### src/include/seagg_regs.vh
// constants for the severity error collector
// assumes inclusion by design files under logic/
`ifndef SEAGG_REGS_VH
`define SEAGG_REGS_VH
`define SEAGG_G1_CHANNELS 64
`define SEAGG_G2_CHANNELS 32
`define SEAGG_G3_CHANNELS 32
`define SEAGG_CH_CONV2_PARITY 1
`define SEAGG_CH_DMA_MPU 2
`define SEAGG_CH_DMA_PARITY 3
`define SEAGG_CH_DMA_RD_ERR 5
`define SEAGG_CH_FLASH_CORR 6
`define SEAGG_CH_TCOPROC_PARITY 7
`define SEAGG_CH_TTRANS_PARITY 8
`define SEAGG_CH_TTRANS_MPU 9
`define SEAGG_CH_PLL_SLIP 10
`define SEAGG_CH_CLK_MON 11
`define SEAGG_CH_DMA_WR_ERR 13
`define SEAGG_CH_VIRQ_PARITY 15
`define SEAGG_CH_BSER1_PARITY 17
`define SEAGG_RESERVED_MASK 64'h0000_0000_0001_5011
`define SEAGG_PRESCALE_RST 16'h0000
`define SEAGG_LOW_TIME_RST 16'h0000
`endif

### src/logic/seagg_collector.v
// severity error collector: three groups, interrupts and fault pin
// assumes sources give one-cycle or level error strobes on core_clk
`timescale 1ns/100ps
`default_nettype none
`include "seagg_regs.vh"
// Summary of operation
// - 128 error inputs are taken in three groups, each handled by its group.
// - group one has 64 channels with maskable interrupts and per-channel pin enable.
// - each group one channel is routed to the low or high priority interrupt.
// - group two has 32 channels raising unmaskable high interrupt, always pin.
// - group three has 32 channels that only drive the fault pin.
// - group one is least severe and group three most severe.
// - a pin-enabled error drives the fault pin low for an external monitor.
// - fault pin low time is counted on a configurable prescaled timebase.
// - dma imprecise read error is channel 5 and write error channel 13.
// - flash interface correctable errors arrive on group one channel 6.
// - parity errors map to channels 1, 3, 7, 8, 15 and 17 of group one.
// - protection violations map to group one channels 2 and 9.
// - pll slip is channel 10 and clock monitor is channel 11 of group one.
module seagg_collector #(
	parameter G1N = 64,
	parameter G2N = 32,
	parameter G3N = 32,
	parameter CW = 16
)(
	input wire core_clk,
	input wire rst_b,
	input wire conv2_parity_err,
	input wire dma_mpu_err,
	input wire dma_parity_err,
	input wire dma_rd_err,
	input wire flash_corr_err,
	input wire tcoproc_parity_err,
	input wire ttrans_parity_err,
	input wire ttrans_mpu_err,
	input wire pll_slip_err,
	input wire clk_mon_err,
	input wire dma_wr_err,
	input wire virq_parity_err,
	input wire bser1_parity_err,
	input wire [G1N-1:0] g1_other_err,
	input wire [G2N-1:0] g2_err,
	input wire [G3N-1:0] g3_err,
	input wire [G1N-1:0] g1_irq_en,
	input wire [G1N-1:0] g1_irq_high,
	input wire [G1N-1:0] g1_pin_en,
	input wire [G1N-1:0] g1_clr,
	input wire [G2N-1:0] g2_clr,
	input wire [G3N-1:0] g3_clr,
	input wire force_err,
	input wire [1:0] force_group,
	input wire [6:0] force_chan,
	input wire [CW-1:0] pin_prescale,
	input wire [CW-1:0] pin_low_time,
	input wire pin_release,
	output reg [G1N-1:0] g1_stat_q,
	output reg [G2N-1:0] g2_stat_q,
	output reg [G3N-1:0] g3_stat_q,
	output wire irq_low,
	output wire irq_high,
	output wire fault_pin_n,
	output wire fault_active
);
	reg [G1N-1:0] g1_map;
	reg [G1N-1:0] g1_force;
	reg [G2N-1:0] g2_force;
	reg [G3N-1:0] g3_force;
	wire [G1N-1:0] g1_in;
	wire [G2N-1:0] g2_in;
	wire [G3N-1:0] g3_in;
	wire [G1N-1:0] g1_new;
	wire pin_event;
	wire [G1N-1:0] g1_low_req;
	wire [G1N-1:0] g1_high_req;
	wire [G1N-1:0] g1_pin_req;
	wire [G2N-1:0] g2_new;
	wire [G3N-1:0] g3_new;
	wire g1_low_any;
	wire g1_high_any;
	wire g1_pin_any;
	wire g2_any;
	wire g2_new_any;
	wire g3_new_any;
	genvar i;

	// named sources onto fixed group one channels
	always @*
	begin
		g1_map = g1_other_err;
		g1_map[`SEAGG_CH_CONV2_PARITY] = conv2_parity_err;
		g1_map[`SEAGG_CH_DMA_MPU] = dma_mpu_err;
		g1_map[`SEAGG_CH_DMA_PARITY] = dma_parity_err;
		g1_map[`SEAGG_CH_DMA_RD_ERR] = dma_rd_err;
		g1_map[`SEAGG_CH_FLASH_CORR] = flash_corr_err;
		g1_map[`SEAGG_CH_TCOPROC_PARITY] = tcoproc_parity_err;
		g1_map[`SEAGG_CH_TTRANS_PARITY] = ttrans_parity_err;
		g1_map[`SEAGG_CH_TTRANS_MPU] = ttrans_mpu_err;
		g1_map[`SEAGG_CH_PLL_SLIP] = pll_slip_err;
		g1_map[`SEAGG_CH_CLK_MON] = clk_mon_err;
		g1_map[`SEAGG_CH_DMA_WR_ERR] = dma_wr_err;
		g1_map[`SEAGG_CH_VIRQ_PARITY] = virq_parity_err;
		g1_map[`SEAGG_CH_BSER1_PARITY] = bser1_parity_err;
	end

	// force decode; force_group 0 is group one
	always @*
	begin
		g1_force = {G1N{1'b0}};
		g2_force = {G2N{1'b0}};
		g3_force = {G3N{1'b0}};
		if (force_err)
		begin
			// upper channel bits are ignored, so no index can fall outside
			case (force_group)
				2'h0:
				begin
					g1_force[force_chan[5:0]] = 1'b1;
				end
				2'h1:
				begin
					g2_force[force_chan[4:0]] = 1'b1;
				end
				2'h2:
				begin
					g3_force[force_chan[4:0]] = 1'b1;
				end
				default:
				begin
					g1_force = {G1N{1'b0}};
				end
			endcase
		end
	end

	// reserved channels masked even against forcing: they do not exist
	assign g1_in = (g1_map | g1_force) & ~`SEAGG_RESERVED_MASK;
	assign g2_in = g2_err | g2_force;
	assign g3_in = g3_err | g3_force;
	assign g1_new = g1_in & ~g1_stat_q;

	// sticky status per channel; a new error wins over a clear
	generate
		for (i = 0; i < G1N; i = i + 1)
		begin : g1_bit
			always @(posedge core_clk)
			begin
				if (!rst_b)
				begin
					g1_stat_q[i] <= 1'b0;
				end
				else if (g1_in[i])
				begin
					g1_stat_q[i] <= 1'b1;
				end
				else if (g1_clr[i])
				begin
					g1_stat_q[i] <= 1'b0;
				end
			end
			// the mask gates only the request, status still records it
			assign g1_low_req[i] = g1_stat_q[i] & g1_irq_en[i] &
				~g1_irq_high[i];
			assign g1_high_req[i] = g1_stat_q[i] & g1_irq_en[i] &
				g1_irq_high[i];
			assign g1_pin_req[i] = g1_new[i] & g1_pin_en[i];
		end
		for (i = 0; i < G2N; i = i + 1)
		begin : g2_bit
			always @(posedge core_clk)
			begin
				if (!rst_b)
				begin
					g2_stat_q[i] <= 1'b0;
				end
				else if (g2_in[i])
				begin
					g2_stat_q[i] <= 1'b1;
				end
				else if (g2_clr[i])
				begin
					g2_stat_q[i] <= 1'b0;
				end
			end
			// pin effect is fixed: every new error counts
			assign g2_new[i] = g2_in[i] & ~g2_stat_q[i];
		end
		for (i = 0; i < G3N; i = i + 1)
		begin : g3_bit
			always @(posedge core_clk)
			begin
				if (!rst_b)
				begin
					g3_stat_q[i] <= 1'b0;
				end
				else if (g3_in[i])
				begin
					g3_stat_q[i] <= 1'b1;
				end
				else if (g3_clr[i])
				begin
					g3_stat_q[i] <= 1'b0;
				end
			end
			// no interrupt path exists for this group
			assign g3_new[i] = g3_in[i] & ~g3_stat_q[i];
		end
	endgenerate

	// interrupt levels follow the sticky status
	assign g1_low_any = |g1_low_req;
	assign g1_high_any = |g1_high_req;
	assign g2_any = |g2_stat_q;
	assign irq_low = g1_low_any;
	// group two bypasses every mask; group three never interrupts
	assign irq_high = g1_high_any | g2_any;

	// only rising errors restart the pin; a held level does not retrigger
	assign g1_pin_any = |g1_pin_req;
	assign g2_new_any = |g2_new;
	assign g3_new_any = |g3_new;
	assign pin_event = g1_pin_any | g2_new_any | g3_new_any;

	seagg_pin_timer #(
		.CW(CW)
	) u_pin (
		.core_clk(core_clk),
		.rst_b(rst_b),
		.fault_req(pin_event),
		.fault_release(pin_release),
		.prescale(pin_prescale),
		.low_time(pin_low_time),
		.fault_pin_n(fault_pin_n),
		.fault_active(fault_active)
	);
endmodule
`default_nettype wire

### src/logic/seagg_pin_timer.v
// fault pin timing: holds the pin low at least a configurable number of ticks, then until release
// assumes one clock, synchronous active-low reset
`timescale 1ns/100ps
`default_nettype none
`include "seagg_regs.vh"
module seagg_pin_timer #(
	parameter CW = 16
)(
	input wire core_clk,
	input wire rst_b,
	input wire fault_req,
	input wire fault_release,
	input wire [CW-1:0] prescale,
	input wire [CW-1:0] low_time,
	output reg fault_pin_n,
	output wire fault_active
);
	reg [CW-1:0] div_q;
	reg [CW-1:0] cnt_q;
	reg act_q;
	wire tick;
	// tick enable from the prescaler, one cycle wide, held high every cycle while prescale is zero
	assign tick = (div_q == prescale);
	assign fault_active = act_q;
	always @(posedge core_clk)
	begin
		if (!rst_b)
		begin
			div_q <= `SEAGG_PRESCALE_RST;
			cnt_q <= `SEAGG_LOW_TIME_RST;
			act_q <= 1'b0;
			fault_pin_n <= 1'b1;
		end
		else
		begin
			if (tick)
				div_q <= {CW{1'b0}};
			else
				div_q <= div_q + {{(CW-1){1'b0}}, 1'b1};
			if (fault_req)
			begin
				// a new fault restarts the low period
				act_q <= 1'b1;
				cnt_q <= {CW{1'b0}};
				fault_pin_n <= 1'b0;
			end
			else if (act_q)
			begin
				if (tick && cnt_q != low_time)
					cnt_q <= cnt_q + {{(CW-1){1'b0}}, 1'b1};
				// release only once the minimum low time elapsed
				if (fault_release && cnt_q == low_time)
				begin
					act_q <= 1'b0;
					fault_pin_n <= 1'b1;
				end
			end
		end
	end
endmodule
`default_nettype wire

### config.mk
export PLATFORM = sky130hd
export DESIGN_NAME = seagg_collector
export DESIGN_NICKNAME = d
export VERILOG_FILES = /design/src/logic/seagg_collector.v /design/src/logic/seagg_pin_timer.v
export VERILOG_INCLUDE_DIRS = /design/src /design/src/include
export SDC_FILE = /design/constraint.sdc
export NUM_CORES = 1
export LEC_CHECK = 0
export ABC_CLOCK_PERIOD_IN_PS = 3100
export BUFFER_PORTS_ARGS = -buffer_cell sky130_fd_sc_hd__clkbuf_2
export CAP_MARGIN = 20
export CELL_PAD_IN_SITES_DETAIL_PLACEMENT = 0
export CELL_PAD_IN_SITES_GLOBAL_PLACEMENT = 1
export CORE_AREA = 3 3 246 248
export CTS_CLUSTER_SIZE = 25
export DETAILED_ROUTE_END_ITERATION = 12
export DIE_AREA = 0 0 249 251
export GPL_ROUTABILITY_DRIVEN = 0
export HOLD_SLACK_MARGIN = 0.06
export PLACE_DENSITY = 0.62
export RECOVER_POWER = 50
export SLEW_MARGIN = 15
export SYNTH_ARGS = -nofsm -noshare
export SYNTH_HDL_FRONTEND = slang
export SYNTH_SLANG_ARGS = --single-unit
### constraint.sdc
create_clock -name core_clk -period 3.1 [get_ports core_clk]
set_input_delay 0 -clock core_clk [delete_from_list [all_inputs] [get_ports core_clk]]
set_output_delay 0 -clock core_clk [all_outputs]
set_load 0.01 [all_outputs]
==> metrics.md <==
| Metric | Value |
|---|---|
| Dominant synthesized flop cell | `dfxtp_1` |
| VDD IR max | `0.461 mV` |
| Area growth from synthesis to layout | `74.9%` |
| Fin util | `29.7%` |
| Pwr dens | `362 mW/mm2` |
| Critical path arrival | `3290 ps` |
| Final HPWL DP | `66000 um` |
| Post-synth top area share | `31.6%` |
| Cells after Synth | `1245` |
| Area of the multi-input gates | `0.00644 mm2` |
| # H-tree levels | `4` |
| Hold path depth | `6` |
| Area of all sequential standard cells | `0.00314 mm2` |
| Netlist cell types | `58` |
| Reg2reg setup slack | `200 ps` |
| Clock root cell | `clkbuf_16` |
| Max_cap viols | `1` |
| Largest net degree at the start of global routing | `77` |
| I/O Pins | `638` |
| DR iter-0 viols | `1294` |
| Unrepaired setup endpoints after global routing | `false` |
| Area leader, netlist | `dfxtp_1` |
| WS Path Type | `reg2reg` |
| Sequential fraction of the synthesis area | `31.6%` |
| Drt drc | `0` |
| Fin crit share | `93.6%` |
| Yosys reg bits | `157` |
| Hold Crit Class | `in2reg` |
| Fin. max-slew vios | `76` |
| Number of detailed-route iterations in the first pass | `6` |
| Grt total ovfl | `0` |
| Startpoint Class | `register` |
| Worst Reg-to-Reg Cells | `8` |
| Ys Warns | `0` |
| Number of global-route vias before repair | `14.5k` |
| CP max FO | `3` |
| Layout cells sized above 1 | `29.1%` |
| Clock latency at the later pin of the worst-skew pair | `500 ps` |
| First-pass GRT wire length | `107000 um` |
| Initial antenna violation count | `6` |
| Maximum clock rate | `345 MHz` |
| Die height | `251 um` |
| Cell area after synthesis | `0.00996 mm2` |
| Nets | `2669` |
| DIE AREA | `0.0625 mm2` |
| Worst-Margin Slew | `1670 ps` |
| Synth async-reset ratio | `0%` |
| Max clock buf depth | `2` |
| Top post-synthesis cells by count | `dfxtp_1, nor2_1, nand2_1` |
| Leakage | `7.34 nW` |
| Failing checks | `max-capacitance violations, max-slew violations` |
| Clock Sinks | `157` |
| Total power | `6.30 mW` |
| Worst Setup End Kind | `register` |
| Post CTS Setup Buffer Count | `0` |
| Number of buffers added on ports | `593` |
| Layout fillers | `6475` |
| GRT Total Usage | `24.0%` |
| DRT antenna net count | `0` |
| Slew headroom | `-11.0%` |
| Std-Cell Rows | `89` |
| Top post-synthesis cells by area | `dfxtp_1, nand2b_1, o31a_1` |
| Post-CTS sizing | `0` |
| CP required | `3480 ps` |
| Final Hold Viols | `0` |
| Setup Skew | `10.8 ps` |
| Minimum clock period | `2900 ps` |
| Most common cell in the netlist | `dfxtp_1` |
| Core Area | `0.0587 mm2` |
| Clock transition at the registers of the reported paths | `70 ps` |
| Die Wd | `249 um` |
| Number of flops mapped to enable cells by yosys | `0` |
| Cts hold-fix bufs | `249` |
| Outcome | `finished with violations` |
| Vias post-DR | `14.2k` |
| Initial Util | `17.0%` |
| Final setup viols | `0` |
| CTS Buf Count | `17` |
| Avg WL per Cell | `26.2 um` |
| Via-per-instance ratio | `4.81` |
| CTS tree | `yes` |
| Final WL | `77400 um` |
| Avg Inst Size Synth | `8.00 um2` |
-- path summary, 6_finish.rpt --
| path | start | end |
|---|---|---|
| worst max-delay path | g1_stat_q[2] | u_pin.fault_active |
| worst min-delay path | g3_err[12] | u_pin.fault_pin_n |
| worst max register to register | g1_stat_q[2] | u_pin.fault_active |
| worst min register to register | u_pin.div_q[0] | u_pin.div_q[0] |
-- cells by family after synthesis --
group	Yosys count	synth area share (%)
XOR/XNOR	61	5.36
other	1	0.0376
multiplexers	1	0.100
adder cells (fa/ha/maj)	2	0.251
AO/OA/AOI/OAI	303	21.7
AND/OR/NAND/NOR	630	36.8
buffers and inverters	90	4.18
flip-flops	157	31.6
-- critical path: stages (launching register included) --
cell and delay, ps:
dfxtp_1 350, nand3b_1 330, o2111ai_1 180, nor4_1 400
buf_4 200, o311a_1 210, o2111ai_1 180, or3_1 510
o41a_1 440
-- metrics by stage --
step | hold WS [ps] | cells | instance area (um2) | TNS, ps | setup WS (ps)
2_1_floorplan | 136 | 1249 | 9980 | 0 | 885
3_3_place_gp | 239 | 2666 | 14500 | -230 | -37.6
3_5_place_dp | 245 | 2666 | 14500 | -2010 | -134
4_1_cts | 72.5 | 2947 | 17600 | 0 | 11.0
5_1_grt | 139 | 2948 | 17400 | 0 | 55.7
6_report | 131 | 2952 | 17400 | 0 | 199
-- power by group --
group	internal [mW]	switching, mW
sequential	2.13	0.148
clock	1.28	1.06
combinational	0.817	0.866
total	4.23	2.07
-- flip-flops by register name (all words and copies together), names as in the netlist --
register / flops
u_pin.div_q: 16
u_pin.fault_active: 1
u_pin.cnt_q: 16
g2_stat_q: 32
u_pin.fault_pin_n: 1
g1_stat_q: 59
g3_stat_q: 32
-- cell type report --
cell class / count / area share, %
inverter: 34 / 0.733
timing repair buffer: 949 / 35.1
clock buffer: 18 / 2.46
multi-input combinational: 1002 / 37.0
sequential: 157 / 18.0
tap: 773 / 5.55
antenna: 5 / 0.0718
clock inverter: 14 / 1.05
-- layer usage --
| layer | track usage (%) | wire length [um] |
|---|---|---|
| met1 | 31.7 | 33800 |
| met2 | 39.2 | 35800 |
| met3 | 5.61 | 6060 |
| met4 | 6.59 | 1640 |
| met5 | 0 | 20 |
-- placed cells by master, fill, tap and decap left out, types with 6 or more instances in the layout --
master	count
dfxtp_1	157
clkbuf_1	126
nor3_2	10
nor2b_1	69
o22ai_1	56
nand2b_1	81
inv_1	34
a21oi_1	69
clkbuf_2	495
xnor2_1	35
o32ai_1	12
and3_1	9
nor4bb_1	13
and4b_1	10
nand4_1	29
o2111ai_1	14
nor3_1	24
nor4b_1	6
clkbuf_16	17
a21boi_0	66
nand2_1	86
xor2_1	26
nor2_1	92
nand3b_1	43
buf_4	74
nor4_1	35
buf_12	6
dlygate4sd3_1	249
o31a_1	57
nand3_1	79
nor3b_1	12
No activity file was read; power rests on OpenSTA's default activity.
